File: src/rtl/scct_consts.svh
/*
 * constants of the chopper timing and sensor-bus block: clock rate, chop and
 * sample rates, register offsets, field positions and reset values.
 * assumes nothing; included by bare name wherever a figure is needed.
 */
`ifndef SCCT_CONSTS_SVH
`define SCCT_CONSTS_SVH

// timing figures in their own units
`define SCCT_CLK_HZ        25000000   // hclk rate
`define SCCT_CHOP_TC_HZ    217        // chop rate, thermocouple family
`define SCCT_CHOP_DI_HZ    434        // chop rate, diode family
`define SCCT_MULT_TC       200        // samples per chop period, thermocouple
`define SCCT_MULT_DI       100        // samples per chop period, diode
`define SCCT_SCLK_HZ       100000     // sensor serial clock rate
// derived cycle counts
`define SCCT_SMP_DIV       (`SCCT_CLK_HZ / (`SCCT_CHOP_TC_HZ * `SCCT_MULT_TC))
`define SCCT_SCLK_HALF     (`SCCT_CLK_HZ / (2 * `SCCT_SCLK_HZ))
`define SCCT_HALF_TC       7'd100     // samples per chop half, thermocouple
`define SCCT_HALF_DI       7'd50      // samples per chop half, diode
`define SCCT_HI_GAIN       100        // gain of the amplified path

// register word indices; the byte address is four times the index
`define SCCT_A_CTRL        6'h00
`define SCCT_A_GAIN        6'h01
`define SCCT_A_THRESH      6'h02
`define SCCT_A_STATUS      6'h03
`define SCCT_A_RESULT      6'h04
`define SCCT_A_SBUS        6'h05
`define SCCT_A_AUX         6'h06

// field positions
`define SCCT_CTRL_FAM      0
`define SCCT_CTRL_RUN      1
`define SCCT_ST_LOST       1
`define SCCT_SBUS_RD       8

// reset values
`define SCCT_GAIN_RST      16'h0064
`define SCCT_THRESH_RST    16'h7000

`endif

File: src/rtl/scct_pkg.sv
/*
 * types of the chopper timing and sensor-bus block.
 * assumes the constants header for all figures.
 */
`default_nettype none

package scct_pkg;
	// sensor family attached
	typedef enum logic {
		SCCT_FAM_TC,
		SCCT_FAM_DI
	} scct_fam_t;

	// sensor serial bus sequencer
	typedef enum logic [1:0] {
		SCCT_SB_IDLE,
		SCCT_SB_TX,
		SCCT_SB_RX
	} scct_sb_t;
endpackage : scct_pkg

`default_nettype wire

File: src/rtl/scct_fifo_if.sv
/*
 * valid/ready carrier between the result producer and the result fifo.
 * assumes one clock shared by both ends.
 */
`timescale 1ns/100ps
`default_nettype none

interface scct_fifo_if #(parameter int WIDTH = 32);
	logic             valid;  // word offered
	logic             ready;  // word can be taken
	logic [WIDTH-1:0] data;   // the word

	modport src (output valid, output data, input ready);
	modport dst (input valid, input data, output ready);
endinterface : scct_fifo_if

`default_nettype wire

File: src/rtl/scct_div.sv
/*
 * free-running divider giving a one-cycle enable every DIV clocks.
 * assumes hclk and hresetn of the block; clr restarts the count.
 */
`timescale 1ns/100ps
`default_nettype none

module scct_div #(
	parameter int DIV = 576
) (
	input  wire logic hclk,
	input  wire logic hresetn,
	input  wire logic clr,
	output logic      tick
);
	localparam int CW = $clog2(DIV + 1);
	localparam logic [CW-1:0] LAST = CW'(DIV - 1);

	logic [CW-1:0] cnt_q;  // cycle count in the period

	assign tick = (cnt_q == LAST) && !clr;

	// count and wrap
	always_ff @(posedge hclk or negedge hresetn) begin
		if (!hresetn)
			cnt_q <= '0;
		else if (clr || tick)
			cnt_q <= '0;
		else
			cnt_q <= cnt_q + CW'(1);
	end

	a_div_spacing: assert property (@(posedge hclk) disable iff (!hresetn)
		tick |=> !tick)
		else $error("divider tick repeated in back to back cycles");
endmodule : scct_div

`default_nettype wire

File: src/rtl/scct_fifo.sv
/*
 * result fifo of flip-flops, valid and ready on both sides.
 * assumes one clock; the drain side may stall so that it fills.
 */
`timescale 1ns/100ps
`default_nettype none

module scct_fifo #(
	parameter int WIDTH = 32,
	parameter int DEPTH = 4
) (
	input  wire logic             hclk,
	input  wire logic             hresetn,
	scct_fifo_if.dst              wr,
	output logic                  out_valid,
	input  wire logic             out_ready,
	output logic [WIDTH-1:0]      out_data
);
	localparam int AW = $clog2(DEPTH);

	logic [WIDTH-1:0] mem_q [DEPTH];  // storage
	logic [AW-1:0]    wp_q;           // write index
	logic [AW-1:0]    rp_q;           // read index
	logic [AW:0]      cnt_q;          // words held
	wire              push = wr.valid && wr.ready;
	wire              pop  = out_valid && out_ready;

	assign wr.ready  = (cnt_q != (AW+1)'(DEPTH));
	assign out_valid = (cnt_q != '0);
	assign out_data  = mem_q[rp_q];

	// indices and fill count
	always_ff @(posedge hclk or negedge hresetn) begin
		if (!hresetn) begin
			wp_q  <= '0;
			rp_q  <= '0;
			cnt_q <= '0;
		end else begin
			if (push)
				wp_q <= (wp_q == AW'(DEPTH - 1)) ? '0 : wp_q + AW'(1);
			if (pop)
				rp_q <= (rp_q == AW'(DEPTH - 1)) ? '0 : rp_q + AW'(1);
			cnt_q <= cnt_q + (AW+1)'(push) - (AW+1)'(pop);
		end
	end

	// storage write
	always_ff @(posedge hclk) begin
		if (push)
			mem_q[wp_q] <= wr.data;
	end

	a_fifo_fill_count: assert property (@(posedge hclk) disable iff (!hresetn)
		(push && !pop) |=> cnt_q == $past(cnt_q) + (AW+1)'(1))
		else $error("fifo count did not grow on a push");
endmodule : scct_fifo

`default_nettype wire

File: src/rtl/scct_top.sv
/*
 * chopper timing, converter sample clock, gain-path choice, result fifo and
 * sensor serial bus of one measurement channel, behind an ahb-lite slave.
 * assumes a single-word ahb-lite master, a dual converter whose results
 * settle within one sample period, and all pins except the ahb-lite port asynchronous to hclk.
 */
// Design decisions made here: the AHB-Lite register port and the register offsets.
// How it works
// thermocouple sensor: chop at 217 hz
// diode sensor: chop at 434 hz
// thermocouple: sample at 200 times chop
// diode: sample at 100 times chop
// two gain paths, calibrated, one chosen
// each result is a 32-bit word
// equalizer on with diode sensor
// chopper wire becomes serial clock
// sense wire is shared serial data
// zero-select wire enables serial bus
// all rates come from one clock
// auxiliary readings only on request
// sense voltage gives presence, model, panel
// chop halves equal, integer divided
`timescale 1ns/100ps
`default_nettype none
`include "scct_consts.svh"

module scct_top #(
	parameter int SMP_DIV    = `SCCT_SMP_DIV,
	parameter int SCLK_HALF  = `SCCT_SCLK_HALF,
	parameter int FIFO_DEPTH = 4
) (
	input  wire logic        hclk,
	input  wire logic        hresetn,
	input  wire logic        hsel,
	input  wire logic [31:0] haddr,
	input  wire logic [1:0]  htrans,
	input  wire logic        hwrite,
	input  wire logic [2:0]  hsize,
	input  wire logic [31:0] hwdata,
	input  wire logic        hready,
	output logic             hreadyout,
	output logic             hresp,
	output logic [31:0]      hrdata,
	output logic             chop_drv,
	output logic             adc_start,
	input  wire logic [15:0] adc_lo,
	input  wire logic [15:0] adc_hi,
	output logic             eq_on,
	output logic             sbus_en,
	output logic             sense_o,
	output logic             sense_oe,
	input  wire logic        sense_i,
	input  wire logic [7:0]  sense_level,
	input  wire logic [15:0] aux_in
);
	// synchronisers for every pin input outside the ahb-lite port
	logic [15:0] lo_s1_q, lo_q, hi_s1_q, hi_q, aux_s1_q, aux_sy_q;
	logic [7:0]  lvl_s1_q, lvl_q;
	logic        sda_s1_q, sda_q;

	// two flip-flops on each asynchronous input
	always_ff @(posedge hclk or negedge hresetn) begin
		if (!hresetn) begin
			{lo_s1_q, lo_q, hi_s1_q, hi_q} <= '0;
			{aux_s1_q, aux_sy_q, lvl_s1_q, lvl_q} <= '0;
			{sda_s1_q, sda_q} <= '0;
		end else begin
			{lo_s1_q, hi_s1_q, aux_s1_q} <= {adc_lo, adc_hi, aux_in};
			{lo_q, hi_q, aux_sy_q}       <= {lo_s1_q, hi_s1_q, aux_s1_q};
			{lvl_s1_q, sda_s1_q}         <= {sense_level, sense_i};
			{lvl_q, sda_q}               <= {lvl_s1_q, sda_s1_q};
		end
	end

	// software registers
	logic        fam_q, run_q;          // family select, chop enable
	logic [15:0] gain_q, thresh_q;      // lo-path gain, hi-path clip level
	logic        lost_q;                // a result found the fifo full
	logic [15:0] aux_q;                 // requested auxiliary reading
	logic        aux_rdy_q;             // aux reading waiting
	logic [7:0]  sb_rx_q;               // last byte read from sensor
	logic        hi_used_q;             // last sample took hi path

	// ahb address phase capture
	logic       wr_pend_q;             // write data phase due
	logic [5:0] wr_idx_q;              // its word index
	wire        acc_ok = hsel && htrans[1] && hready;
	wire        rd_acc = acc_ok && !hwrite;
	wire        wr_acc = acc_ok && hwrite && (hsize == 3'b010);
	wire [5:0]  a_idx  = haddr[7:2];
	wire        wr_now = wr_pend_q;
	wire        wr_ctl = wr_now && (wr_idx_q == `SCCT_A_CTRL);
	wire        wr_gn  = wr_now && (wr_idx_q == `SCCT_A_GAIN);
	wire        wr_th  = wr_now && (wr_idx_q == `SCCT_A_THRESH);
	wire        wr_st  = wr_now && (wr_idx_q == `SCCT_A_STATUS);
	wire        wr_sb  = wr_now && (wr_idx_q == `SCCT_A_SBUS);
	wire        aux_req = wr_now && (wr_idx_q == `SCCT_A_AUX);

	assign hreadyout = 1'b1;  // zero wait states
	assign hresp     = 1'b0;  // always okay
	assign eq_on     = fam_q;

	// sample clock and chopper
	logic       smp_en;                // one pulse per conversion
	logic       chop_q;                // chop phase, 1 = upper level
	logic [6:0] half_cnt_q;            // samples in this half
	wire  [6:0] half_n = fam_q ? `SCCT_HALF_DI : `SCCT_HALF_TC;
	logic       sb_busy;               // serial transaction in flight
	wire        chop_run = run_q && !sb_busy;
	wire        half_end = smp_en && chop_run && (half_cnt_q == half_n - 7'd1);

	scct_div #(.DIV(SMP_DIV)) u_smp_div (
		.hclk    (hclk),
		.hresetn (hresetn),
		.clr     (!chop_run),
		.tick    (smp_en)
	);

	// chop phase toggles after an equal count of samples each half
	always_ff @(posedge hclk or negedge hresetn) begin
		if (!hresetn) begin
			chop_q     <= 1'b1;
			half_cnt_q <= '0;
			adc_start  <= 1'b0;
		end else begin
			adc_start <= smp_en;
			if (!chop_run) begin
				chop_q     <= 1'b1;
				half_cnt_q <= '0;
			end else if (half_end) begin
				chop_q     <= !chop_q;
				half_cnt_q <= '0;
			end else if (smp_en)
				half_cnt_q <= half_cnt_q + 7'd1;
		end
	end

	// gain path choice and demodulation
	wire signed [15:0] hi_s   = signed'(hi_q);
	wire signed [15:0] lo_s   = signed'(lo_q);
	wire        [15:0] hi_mag = hi_s[15] ? 16'(-hi_s) : 16'(hi_s);
	wire               use_hi = hi_mag < thresh_q;
	wire signed [31:0] lo_cal = lo_s * signed'({1'b0, gain_q[14:0]});
	wire signed [31:0] smp_v  = use_hi ? 32'(hi_s) : lo_cal;
	logic signed [31:0] acc_q;         // running demodulated sum
	logic        [31:0] res_q;         // finished period result
	logic               res_v_q;       // result waiting for fifo
	wire                per_end = half_end && !chop_q;
	wire signed [31:0]  acc_d = chop_q ? acc_q + smp_v : acc_q - smp_v;

	scct_fifo_if #(.WIDTH(32)) res_if ();
	assign res_if.valid = res_v_q;
	assign res_if.data  = res_q;

	// accumulate per chop period, hand over at period end
	always_ff @(posedge hclk or negedge hresetn) begin
		if (!hresetn) begin
			acc_q     <= '0;
			res_q     <= '0;
			res_v_q   <= 1'b0;
			hi_used_q <= 1'b0;
		end else begin
			if (res_v_q && res_if.ready)
				res_v_q <= 1'b0;           // fifo took it
			if (!chop_run)
				acc_q <= '0;
			else if (smp_en) begin
				hi_used_q <= use_hi;
				acc_q     <= per_end ? '0 : acc_d;
				if (per_end) begin
					res_q   <= 32'(acc_d);
					res_v_q <= 1'b1;
				end
			end
		end
	end

	logic        fifo_v;
	logic [31:0] fifo_d;
	wire         res_rd = rd_acc && (a_idx == `SCCT_A_RESULT);

	scct_fifo #(.WIDTH(32), .DEPTH(FIFO_DEPTH)) u_fifo (
		.hclk      (hclk),
		.hresetn   (hresetn),
		.wr        (res_if.dst),
		.out_valid (fifo_v),
		.out_ready (res_rd),
		.out_data  (fifo_d)
	);

	// sensor serial bus on chop and sense wires
	scct_pkg::scct_sb_t sb_st_q;
	logic       sclk_q;                // serial clock level
	logic [7:0] sb_sh_q;               // shift register
	logic [2:0] sb_bit_q;              // bit index
	logic       sb_rd_q;               // read after the command byte
	logic       sclk_tick;
	assign sb_busy = (sb_st_q != scct_pkg::SCCT_SB_IDLE);

	scct_div #(.DIV(SCLK_HALF)) u_sclk_div (
		.hclk    (hclk),
		.hresetn (hresetn),
		.clr     (!sb_busy),
		.tick    (sclk_tick)
	);

	// shift out on falling edge, sample in on rising edge
	always_ff @(posedge hclk or negedge hresetn) begin
		if (!hresetn) begin
			sb_st_q  <= scct_pkg::SCCT_SB_IDLE;
			sclk_q   <= 1'b0;
			sb_sh_q  <= '0;
			sb_bit_q <= '0;
			sb_rd_q  <= 1'b0;
			sb_rx_q  <= '0;
		end else begin
			unique case (sb_st_q)
				scct_pkg::SCCT_SB_IDLE: begin
					sclk_q <= 1'b0;
					if (wr_sb) begin
						sb_sh_q  <= hwdata[7:0];
						sb_rd_q  <= hwdata[`SCCT_SBUS_RD];
						sb_bit_q <= '0;
						sb_st_q  <= scct_pkg::SCCT_SB_TX;
					end
				end
				scct_pkg::SCCT_SB_TX: if (sclk_tick) begin
					sclk_q <= !sclk_q;
					if (sclk_q) begin
						sb_sh_q  <= {sb_sh_q[6:0], 1'b0};
						sb_bit_q <= sb_bit_q + 3'd1;
						if (sb_bit_q == 3'd7)
							sb_st_q <= sb_rd_q ? scct_pkg::SCCT_SB_RX
							                   : scct_pkg::SCCT_SB_IDLE;
					end
				end
				scct_pkg::SCCT_SB_RX: if (sclk_tick) begin
					sclk_q <= !sclk_q;
					if (!sclk_q)
						sb_sh_q <= {sb_sh_q[6:0], sda_q};
					else begin
						sb_bit_q <= sb_bit_q + 3'd1;
						if (sb_bit_q == 3'd7) begin
							sb_rx_q <= sb_sh_q;
							sb_st_q <= scct_pkg::SCCT_SB_IDLE;
						end
					end
				end
			endcase
		end
	end

	// pin drivers, registered
	always_ff @(posedge hclk or negedge hresetn) begin
		if (!hresetn) begin
			chop_drv <= 1'b1;
			sbus_en  <= 1'b0;
			sense_o  <= 1'b0;
			sense_oe <= 1'b0;
		end else begin
			chop_drv <= sb_busy ? sclk_q : chop_q;
			sbus_en  <= sb_busy;
			sense_oe <= (sb_st_q == scct_pkg::SCCT_SB_TX);
			sense_o  <= sb_sh_q[7];
		end
	end

	// control registers and write side effects
	always_ff @(posedge hclk or negedge hresetn) begin
		if (!hresetn) begin
			wr_pend_q <= 1'b0;
			wr_idx_q  <= '0;
			fam_q     <= 1'b0;
			run_q     <= 1'b0;
			gain_q    <= `SCCT_GAIN_RST;
			thresh_q  <= `SCCT_THRESH_RST;
			lost_q    <= 1'b0;
			aux_q     <= '0;
			aux_rdy_q <= 1'b0;
		end else begin
			wr_pend_q <= wr_acc;
			wr_idx_q  <= a_idx;
			if (wr_ctl) begin
				fam_q <= hwdata[`SCCT_CTRL_FAM];
				run_q <= hwdata[`SCCT_CTRL_RUN];
			end
			if (wr_gn)
				gain_q <= hwdata[15:0];
			if (wr_th)
				thresh_q <= hwdata[15:0];
			// set wins over clear
			if (res_v_q && !res_if.ready && smp_en && per_end)
				lost_q <= 1'b1;
			else if (wr_st && hwdata[`SCCT_ST_LOST])
				lost_q <= 1'b0;
			if (aux_req) begin
				aux_q     <= aux_sy_q;
				aux_rdy_q <= 1'b1;
			end else if (rd_acc && a_idx == `SCCT_A_AUX)
				aux_rdy_q <= 1'b0;
		end
	end

	// sensor presence, model and panel from sense voltage
	wire       present = (lvl_q != 8'hff);
	wire       rear    = lvl_q[7];
	wire [6:0] model   = lvl_q[6:0];
	wire [31:0] st_word = {18'h0, hi_used_q, model, rear, present,
	                       aux_rdy_q, sb_busy, lost_q, fifo_v};
	wire [31:0] rd_mux =
		(a_idx == `SCCT_A_CTRL)   ? {30'h0, run_q, fam_q} :
		(a_idx == `SCCT_A_GAIN)   ? {16'h0, gain_q} :
		(a_idx == `SCCT_A_THRESH) ? {16'h0, thresh_q} :
		(a_idx == `SCCT_A_STATUS) ? st_word :
		(a_idx == `SCCT_A_RESULT) ? (fifo_v ? fifo_d : 32'h0) :
		(a_idx == `SCCT_A_SBUS)   ? {24'h0, sb_rx_q} :
		(a_idx == `SCCT_A_AUX)    ? {16'h0, aux_q} : 32'h0;

	// read data launched in address phase
	always_ff @(posedge hclk or negedge hresetn) begin
		if (!hresetn)
			hrdata <= '0;
		else if (rd_acc)
			hrdata <= rd_mux;
	end

	a_chop_toggle_end: assert property (@(posedge hclk) disable iff (!hresetn)
		half_end |=> chop_q != $past(chop_q))
		else $error("chop did not toggle at half end");
	a_chop_hold_mid: assert property (@(posedge hclk) disable iff (!hresetn)
		(chop_run && !half_end && $past(chop_run)) |=> $stable(chop_q))
		else $error("chop toggled inside a half");
	a_half_count_tc: assert property (@(posedge hclk) disable iff (!hresetn)
		(half_end && !fam_q) |-> half_cnt_q == 7'd99)
		else $error("thermocouple half not 100 samples");
	a_half_count_di: assert property (@(posedge hclk) disable iff (!hresetn)
		(half_end && fam_q) |-> half_cnt_q == 7'd49)
		else $error("diode half not 50 samples");
	a_start_follows: assert property (@(posedge hclk) disable iff (!hresetn)
		smp_en |=> adc_start ##1 !adc_start)
		else $error("converter start not one cycle after sample tick");
	a_sclk_on_chop: assert property (@(posedge hclk) disable iff (!hresetn)
		sb_busy |=> chop_drv == $past(sclk_q))
		else $error("chop wire not carrying serial clock");
	a_bus_enable: assert property (@(posedge hclk) disable iff (!hresetn)
		$rose(sb_busy) |=> sbus_en throughout (sb_busy [*1]))
		else $error("serial bus enable missing during transaction");
	a_data_turn: assert property (@(posedge hclk) disable iff (!hresetn)
		(sb_st_q == scct_pkg::SCCT_SB_RX) |=> !sense_oe)
		else $error("sense wire driven during sensor turn");
	a_eq_diode: assert property (@(posedge hclk) disable iff (!hresetn)
		(wr_ctl && hwdata[`SCCT_CTRL_FAM]) |=> eq_on)
		else $error("equalizer off with diode sensor");
	a_aux_request: assert property (@(posedge hclk) disable iff (!hresetn)
		$changed(aux_q) |-> $past(aux_req))
		else $error("aux reading taken without a request");
	a_gain_choice: assert property (@(posedge hclk) disable iff (!hresetn)
		(smp_en && chop_run) |=> hi_used_q == $past(use_hi))
		else $error("gain path choice not recorded");
	a_result_push: assert property (@(posedge hclk) disable iff (!hresetn)
		(smp_en && per_end) |=> res_v_q && res_q == $past(acc_d))
		else $error("period result not offered");
	a_sense_absent: assert property (@(posedge hclk) disable iff (!hresetn)
		(lvl_q == 8'hff) |-> !st_word[4])
		else $error("sensor shown present at open-wire level");
endmodule : scct_top

`default_nettype wire

File: config.mk
export PLATFORM = sky130hd
export DESIGN_NAME = scct_top
export DESIGN_NICKNAME = d
export VERILOG_FILES = /design/src/rtl/scct_pkg.sv /design/src/rtl/scct_fifo_if.sv /design/src/rtl/scct_div.sv /design/src/rtl/scct_fifo.sv /design/src/rtl/scct_top.sv
export VERILOG_INCLUDE_DIRS = /design/src /design/src/rtl
export SDC_FILE = /design/constraint.sdc
export NUM_CORES = 1
export LEC_CHECK = 0
export BUFFER_PORTS_ARGS = -buffer_cell sky130_fd_sc_hd__buf_2
export CAP_MARGIN = 10
export CORE_MARGIN = 5
export CORE_UTILIZATION = 61
export CTS_CLUSTER_DIAMETER = 40
export DETAILED_ROUTE_END_ITERATION = 16
export PLACE_DENSITY = 0.77
export SLEW_MARGIN = 20
export SYNTH_ARGS = -nofsm -noshare
export SYNTH_HDL_FRONTEND = slang
export SYNTH_HIERARCHICAL = 1
export SYNTH_SLANG_ARGS = --single-unit
File: constraint.sdc
create_clock -name hclk -period 12.2 [get_ports hclk]
set_input_delay 1.83 -clock hclk [delete_from_list [all_inputs] [get_ports hclk]]
set_output_delay 1.83 -clock hclk [all_outputs]
set_load 0.05 [all_outputs]
==> summary.md, run 1 <==
The number of setup buffers added after CTS is 0. Setup total negative slack on the finished layout was measured at 0 ns. After global routing the overflow that remains totals 0.

TritonCTS built the clock tree. The top fanout value on the critical path works out to 18. The slowest stage of the critical path belongs to the cell dfrtp_1. Top metal layer carrying routed signals: met5.

The vertical die dimension came out at 232 microns. The register-to-register setup slack is 2.66 ns, and the total nets after synthesis is 3268. The tree is rooted in a clkbuf_16. At the worst endpoint, the arrival time is 10.03 ns. The number of global-route vias before repair was 21900. After clock tree synthesis, the flow added hold-fix buffers numbering 0.

The tools report the maximum clock rate as 0.105 GHz. Effective utilization at floorplan: 61.5%. The post-cts repair resize count is 0, and the routed wire length on met2 is 35100 microns. The count of max-cap constraint violations came out at 0. The H-tree was split into 2 levels. Clock tree synthesis found a total of 459 sinks. The number of clock buffers added by TritonCTS is 60.

The instance area after placement is 31100 sq um, and the filler-free cell count of the finished design is 3541. Per report_power, the sequential group accounts for 44.8% of the total. The worst setup path is captured at a flip-flop. The detailed router finished its first iteration with 1792 violations. Number of failing setup endpoints in the final timing report: 0. In this run, distinct cell masters in the synthesized netlist total 101. The run gives 0 as the number of failing hold endpoints at the final stage.

The final critical delay including setup and external delays came out at 9.54 ns. The run gives 0 as the number of pins with negative max-slew slack in the final report. After synthesis, the mean cell area works out to 11.0 sq um.

After synthesis, the cell types taking the most area are dfrtp_1 (27%), fa_1 (17%), edfxtp_1 (13%), ha_1 (6.3%), inv_1 (4.4%). Entering global routing, the biggest net connects 123 pins. At the pin with the least slew margin, the transition time is 1.02 ns. Clock-pin slew was measured on the worst setup and hold paths at 0.06 ns. The most numerous cell type found on the critical path is fa_1. The path type of the worst min-delay path is flip-flop to flip-flop.

The final cycle utilization of the critical path was 78.2%. The detailed-route via count was 21100. The clock skew was 0.0478 ns; the overall fraction of global-route tracks in use was 27.3%. For the worst setup path, the data required time is 12.69 ns. The synthesis-to-layout area growth was 10.7%.

The final cell utilization of the core is 68.1%. Of the total power, the share spent switching nets is 26.2%. In this run the core area contains 81 standard-cell rows. The wire-length estimate of the detail-placed layout is 52600 microns.

The worst register-to-register path begins at gain_q[7]$_DFFE_PN0P_. Placeable core region: 48700 sq um. Synthesis produced a netlist whose cell count is 2739.

The logs give 0 for the number of DRC violations after detailed routing and 71700 microns for the wire length after detailed routing. The first TritonRoute pass finished after 5 iterations. The worst-case IR drop observed on VDD is 0.131 mV.

For the count of fill cells added during filler insertion, the log shows 3487. The later pin in the worst-skew pair is clocked with a latency of 0.64 ns. The most common flop cell mapped by yosys was dfrtp_1. The first global-routing pass estimated 118000 microns of wire.

The proportion of synthesized chip area in sequential cells was 40.5%. The run gives 30000 sq um as the area of the mapped netlist. Category of the critical setup timing path: flip-flop to flip-flop. Combinational logic is responsible for 8.0% of the overall power. The depth of the worst hold-timing path came out at 0. The synthesized design contains 128 enable-type register cells.

The floorplan step set the die width to 232 microns. On the worst path, the slowest cell contributes a delay of 0.97 ns. The critical path starts at gain_q[7]$_DFFE_PN0P_. The routed design uses 4810 microns of met3 wire. The tools report the number of antenna violations at the first check in global routing as 6. The average detailed-routed wire length per instance was 20.3 microns; the port buffer count was 125. The endpoint of the most critical register-to-register path is res_if.data[29]$_DFFE_PN0P_. The flow ran to the end, and the final reports show no timing, DRC or antenna violations.

The number of cells on the worst reg-to-reg path is 33. The run gives 171 as the number of primary I/O pins. In the synthesized netlist, the cells that appear most often are inv_1 (352), nand2_1 (329), dfrtp_1 (323), fa_1 (248), ha_1 (150).

The startpoint identified for the worst hold timing path is lo_s1_q[7]$_DFF_PN0_. After detailed routing, the number of vias per cell comes to 5.95. The share of total power dissipated in the clock network is 47.2%.

The internal power of the cells totals 2.78 mW. The die covers 53700 sq um. Cells with a size suffix above 1 make up 13.6% of the layout.

Setup repair after global routing left no endpoint under its margin. The tools report the detailed-route wire length on metal 1 as 29700 microns. For hold timing, the worst endpoint is lo_q[7]$_DFF_PN0_.

The tools report the critical path startpoint category as a flip-flop. The top cell type by area accounts for 26.9% of the synthesized area. The Yosys step of the flow raised 6 warnings. The number of placed instances, taps included, is 3427. By instance count, the leading cell after synthesis is inv_1. Summed over all cells, the static leakage comes to 15.1 nW.

The net count of the finished layout is 3354. The count of nets left with antenna violations once routing finished came out at 0. The proportion of register bits with asynchronous set or reset after synthesis works out to 72.1%. The biggest area contributor in the post-synthesis netlist is dfrtp_1. The relative max-transition margin was 32.0%; the total power per unit cell area was 113 nW/um^2. Final weighted congestion in routability-driven placement: 0.911.

The clock passes through at most 3 buffers. Once layout is done, the placed cells without fillers occupy 33200 sq um. Net switching power of the design: 0.986 mW. Synthesis inferred 459 register bits.
[worst max path at each step]
stage / cells past startpoint / end
floorplan: 37 / res_if.data[29]$_DFFE_PN0P_
global placement: 33 / res_if.data[29]$_DFFE_PN0P_
detailed placement: 33 / res_if.data[29]$_DFFE_PN0P_
CTS: 33 / res_if.data[29]$_DFFE_PN0P_
global route: 33 / res_if.data[29]$_DFFE_PN0P_
finish: 33 / res_if.data[29]$_DFFE_PN0P_
[registers in the layout, summed over array words and instances, names as in the netlist, 32 cells and up]
register      count
res_if.data      32
u_fifo/mem_q    128
hrdata           32
acc_q            32
[final cells by class]
type                    count  area, sq um  share of cell area, %
clock buffers              73         1580                   4.76
flip-flops and latches    459        12100                   36.6
inverters                 352         1320                   3.98
repair buffers            141          759                   2.29
well taps                 664          831                   2.50
multi-input cells        1811        16100                   48.4
diodes                      1         2.50                0.00754
clock inverters            40          487                   1.47
[layout by cell type, fill, tap and decap left out, types with 10 or more instances in the layout]
cell | synthesis | layout
o21a_1 | 14 | 14
nand3_1 | 40 | 40
nand2b_1 | 21 | 21
xnor2_1 | 69 | 69
a21o_1 | 22 | 22
dfrtp_1 | 323 | 321
inv_1 | 352 | 352
a21oi_1 | 118 | 118
o31ai_1 | 13 | 13
edfxtp_1 | 128 | 128
mux4_2 | 32 | 32
nand4_1 | 18 | 18
nor2b_1 | 16 | 16
or3_1 | 15 | 15
mux2_2 | 59 | 59
nor3_1 | 21 | 21
and2_1 | 129 | 129
a22o_1 | 43 | 43
buf_4 | 6 | 15
a31oi_1 | 16 | 16
o21ai_0 | 98 | 98
xor2_1 | 33 | 33
ha_1 | 150 | 150
clkbuf_1 | 92 | 10
nor2_1 | 102 | 100
clkbuf_16 | 0 | 60
a22oi_1 | 10 | 10
fa_1 | 248 | 248
nand2_1 | 329 | 329
and3_1 | 11 | 11
a221oi_1 | 10 | 10
buf_2 | 10 | 124
[kinds of logic after synthesis]
group | share of synthesized area, %
xor+xnor | 2.98
mux | 4.83
fa+ha+maj | 22.8
other cells | 0.0250
compound gates | 10.2
flops | 40.5
simple gates | 12.6
buf+inv | 6.06
[metrics by stage]
| stage | worst slack (ns) | hold WS (ns) | total power, mW |
|---|---|---|---|
| after floorplan | 3.72 | 0.331 | 1.90 |
| after global placement | 2.91 | 0.334 | 2.00 |
| after detailed placement | 2.81 | 0.335 | 2.01 |
| after CTS | 2.74 | 0.348 | 3.79 |
| after global routing | 2.11 | 0.356 | 3.90 |
| final | 2.66 | 0.345 | 3.77 |
[worst max-delay path: cells and delay by family (launching register included)]
family	cells	cell delay (ns)
adder cells (fa/ha/maj)	8	3.85
AND/OR/NAND/NOR	9	1.60
XOR/XNOR	2	0.25
AO/OA/AOI/OAI	10	2.31
buffers and inverters	3	0.15
multiplexers	1	0.27
flip-flops	1	0.97
[power groups by stage]
stage          sequential, mW  clock [mW]  combinational, mW
2_1_floorplan            1.73           0              0.166
5_1_grt                  1.69        1.87              0.335
3_5_place_dp             1.71           0              0.301
3_3_place_gp             1.71           0              0.290
6_report                 1.69        1.78              0.303
4_1_cts                  1.68        1.80              0.304
[layer usage]
layer	vias up	GRT usage, %
met3	146	3.88
met1	10800	38.4
met4	4	8.25
met2	789	45.0
met5	-	0
li1	9355	-
Note: power is estimated with default switching activity, not from simulation.
==> run 2: changes to the inputs <==
--- a/config.mk
+++ b/config.mk
@@ -6,13 +6,14 @@
 export SDC_FILE = /design/constraint.sdc
 export NUM_CORES = 1
 export LEC_CHECK = 0
+export ABC_AREA = 1
 export BUFFER_PORTS_ARGS = -buffer_cell sky130_fd_sc_hd__buf_2
 export CAP_MARGIN = 10
 export CORE_MARGIN = 5
-export CORE_UTILIZATION = 61
+export CORE_UTILIZATION = 57
 export CTS_CLUSTER_DIAMETER = 40
 export DETAILED_ROUTE_END_ITERATION = 16
-export PLACE_DENSITY = 0.77
+export PLACE_DENSITY = 0.75
 export SLEW_MARGIN = 20
 export SYNTH_ARGS = -nofsm -noshare
 export SYNTH_HDL_FRONTEND = slang
==> constraint.sdc (replaced) <==
create_clock -name hclk -period 8.5 [get_ports hclk]
set_input_delay 1.275 -clock hclk [delete_from_list [all_inputs] [get_ports hclk]]
set_output_delay 1.275 -clock hclk [all_outputs]
set_load 0.05 [all_outputs]
==> run 2 against run 1 <==
  * Sequential cell count unchanged
  * Largest cell class unchanged
  * Combinational power rose to 3.3 times the previous value
  * Critical path type unchanged
  * Critical path depth up 8
==> summary.md, run 2 <==
The flow ran to the end, and the final reports show no timing, DRC or antenna violations. The overall fraction of global-route tracks in use was 25.7% (-1.6 points); the final cycle utilization of the critical path was 95.4% (+17 points). The tools report the number of synthesis warnings as 6 (unchanged). The detailed-route via count is 24100 (+14%), and the vertical die dimension is 245 microns (+5.7%). The worst setup path is launched from a flip-flop. The top cell types in the final layout, fill and taps aside, are nand2_1 (882), inv_1 (752), dfrtp_1 (300). The logs give 0 (-6) for the number of antenna violations at the first check in global routing and 0 (unchanged) for the number of failing setup endpoints in the final timing report. The count of flip-flops with a built-in enable after synthesis came out at 128 (unchanged). The number of clock buffers inserted by TritonCTS was 68 (+13%); the first-pass detailed-route iteration total was 5 (unchanged). The total area of multi-input combinational cells was 16200 sq um (+0.73%); the slew of the pin with the lowest slew margin was 1.06 ns (+0.0440 ns). The detailed-route wire length on metal 1 came out at 32700 microns (+10%). For this run, the leading register cell type out of synthesis is dfrtp_1.

The category of the critical setup timing path was flip-flop to flip-flop. The placeable core region came out at 54900 sq um (+13%). The maximum clock rate is 0.123 GHz (+18%).

In this run the worst hold path is classified as flip-flop to flip-flop. The number of global-route vias before repair was 23900 (+9.1%). The area of the mapped netlist came out at 31500 sq um (+4.9%).

The worst-skew pair later-pin latency was 0.60 ns (-0.04 ns). Wire length of the first global-routing pass: 124000 microns (+5.3%). The delay of the slowest cell on the worst path is 0.53 ns (-0.44 ns).

Leaving out fill and tap cells, the most frequent cell in the layout is nand2_1. The overall overflow remaining after global route was 0 (unchanged); the final critical delay including setup and external delays was 8.11 ns (-1.44 ns). The tools report the relative max-transition margin as 29.2% (-2.8 points). The post-synthesis average cell area works out to 8.77 sq um (-20%). The number of sinks driven by the clock tree came out at 459 (unchanged). Effective utilization at floorplan: 57.4% (-4.2 points). The run gives 35900 microns (+2.2%) as the routed wire length on met2.

By area the synthesized netlist is led by dfrtp_1 (26%), fa_1 (16%), edfxtp_1 (12%), nand2_1 (11%), inv_1 (9.0%). The post-synthesis sequential element count came out at 459 (unchanged). The clock tree root buffer cell is clkbuf_16. The buffer depth of the longest clock path was 3 (unchanged); the total power per unit cell area was 179 nW/um^2 (+58%). The top fanout value on the critical path was 10 (-8); the cell leakage power was 18.4 nW (+21%). The run gives 4499 (+27%) as the filler-free cell count of the finished design.

The most frequently used cell type in the post-synthesis netlist is nand2_1. The tools report the post-detailed-placement half-perimeter wirelength as 56700 microns (+7.8%). TritonCTS built the clock tree.

The number of DRC violations after detailed-routing iteration 0 is 1795 (+0.17%), and the number of pins with negative max-slew slack in the final report is 0 (unchanged). The average detailed-routed wire length per instance came out at 17.0 microns (-16%). The tools report the largest vdd supply drop as 0.250 mV (+91%). Counting instances in the post-synthesis netlist gives the leading cell types as nand2_1 (893), inv_1 (754), dfrtp_1 (323), fa_1 (248), nor2_1 (184). The port buffer count was 125 (unchanged); the number of hold buffers added after cts was 0 (unchanged).

The sequential cell area in the final layout was 12200 sq um (+0.32%). The length of routed met3 wiring was 5210 microns (+8.4%). The run gives 65.2% (-2.9 points) as the final cell utilization of the core. The logs give 76300 microns (+6.4%) for the wire length after detailed routing and 66 (-35%) for the post-synthesis cell type count. The number of failing hold endpoints at the final stage came out at 0 (unchanged). The proportion of register bits with asynchronous set or reset after synthesis works out to 72.1% (unchanged). Register with the most flip-flops: u_fifo/mem_q. The flip-flop count of the largest register after layout is 128 (unchanged), and the synthesis-to-layout area growth is 13.6%.

The number of nets with antenna violations after routing is 0 (unchanged), and the total nets after synthesis is 4120 (+26%). The routed via count divided by cell count was 5.35 (-10%). Site row count: 86 (+6.2%).

The most numerous cell type found on the critical path is inv_1. The tools report the data required time at the worst endpoint as 8.97 ns (-3.72 ns). The count of fill cells added during filler insertion was 4325 (+24%); the share of the synthesized area in the top cell type was 25.7% (-1.3 points). The number of nets at the end of the flow came out at 4272 (+27%). The number of antenna repair diodes is 0 (-1), and the cell total after placement is 4363 (+27%). The horizontal die dimension is 245 microns (+5.7%). Top metal layer carrying routed signals: met4. For the final weighted congestion in routability-driven placement, the log shows 0.919 (+0.83%).

The tools report the number of instances in the synthesized netlist as 3591 (+31%). The tools report the proportion of synthesized chip area in sequential cells as 38.6% (-1.9 points). For the clock skew, the log shows 0.0301 ns (-0.0177 ns). Layout cell share with drive strength beyond 1: 13.0% (-0.61 points). The tools report the number of DRC violations after detailed routing as 0 (unchanged). The largest total area in the synthesized netlist belongs to dfrtp_1. For the count of max-cap constraint violations, the log shows 0 (unchanged).

The number of levels in the clock H-tree came out at 3 (+1). The tools report the maximum number of pins on one net before global-route repair as 165 (+34%). The worst setup path is captured at a flip-flop. The number of primary I/O pins was 171 (unchanged); the clock transition at the register clock pins on the worst setup and hold paths after CTS was 0.05 ns (about the same).

Die footprint: 60000 sq um (+12%). Library cell contributing the largest single delay on the critical path: fa_1. Setup repair after global routing could not meet its margin everywhere. The tools report the critical path arrival as 8.58 ns (-1.45 ns).
-- run 2: worst paths after layout --
kind,start,to,slack (ns),cells after the start
max reg2reg,lo_q[9]$_DFF_PN0_,res_if.data[31]$_DFFE_PN0P_,0.39,41
max in group asynchronous,hresetn,lo_q[11]$_DFF_PN0_,6.29,2
min,lo_s1_q[7]$_DFF_PN0_,lo_q[7]$_DFF_PN0_,0.34,0
min in group asynchronous,hresetn,aux_s1_q[7]$_DFF_PN0_,0.69,1
min reg2reg,lo_s1_q[7]$_DFF_PN0_,lo_q[7]$_DFF_PN0_,0.34,0
max,lo_q[9]$_DFF_PN0_,res_if.data[31]$_DFFE_PN0P_,0.39,41
-- run 2: stage by stage --
step,TNS [ns],instance area [sq um],hold WS (ns),worst slack [ns],total power [mW]
finish,0,35800,0.344,0.394,6.40
global route,-0.142,35800,0.350,-0.0860,6.69
CTS,0,35300,0.347,0.00388,6.41
detailed placement,0,32900,0.335,0.0795,3.46
global placement,0,32900,0.331,0.192,3.43
floorplan,0,31500,0.331,0.742,3.16
-- run 2: final cells by class --
| type | count | share of cell area, % |
|---|---|---|
| Sequential cell | 459 | 34.0 |
| Inverter | 765 | 8.04 |
| Timing Repair Buffer | 195 | 3.42 |
| Multi-Input combinational cell | 2254 | 45.3 |
| Tap cell | 704 | 2.46 |
| Clock buffer | 79 | 5.05 |
| Clock inverter | 43 | 1.70 |
-- run 2: repair_timing --
action / 4_1_cts / 5_1_grt
endpoints found under the hold margin: 0 / 0
gates resized for setup: 0 / 94
endpoints found under the setup margin: 0 / 31
setup buffers: 0 / 14
-- run 2: kinds of logic (layout without fill, tap and decap cells) --
group,after synthesis,count (layout),share of synthesized area (%)
XOR/XNOR,85,85,2.36
flip-flops,459,459,38.6
adder cells (fa/ha/maj),398,398,21.7
buffers and inverters,878,1082,10.9
other,2,2,0.0239
multiplexers,22,22,0.787
AO/OA/AOI/OAI,441,441,8.58
AND/OR/NAND/NOR,1306,1306,17.1
-- run 2: routing by layer --
layer  up-vias  GRT usage [%]
li1      11500              -
met1     11700           35.4
met2       793           42.2
met3       146           4.06
met4         0           8.55
met5         -              0
-- run 2: critical path: cells and delay by family, from the launching register on --
| kind | cells | cell delay, ns |
|---|---|---|
| flip-flops | 1 | 0.52 |
| XOR/XNOR | 1 | 0.16 |
| AO/OA/AOI/OAI | 7 | 1.44 |
| buffers and inverters | 9 | 0.70 |
| AND/OR/NAND/NOR | 16 | 1.60 |
| adder cells (fa/ha/maj) | 8 | 3.56 |
-- run 2: power breakdown --
group / internal (mW) / switching (mW)
combinational: 0.327 / 0.683
sequential: 2.36 / 0.0927
clock: 1.88 / 1.06
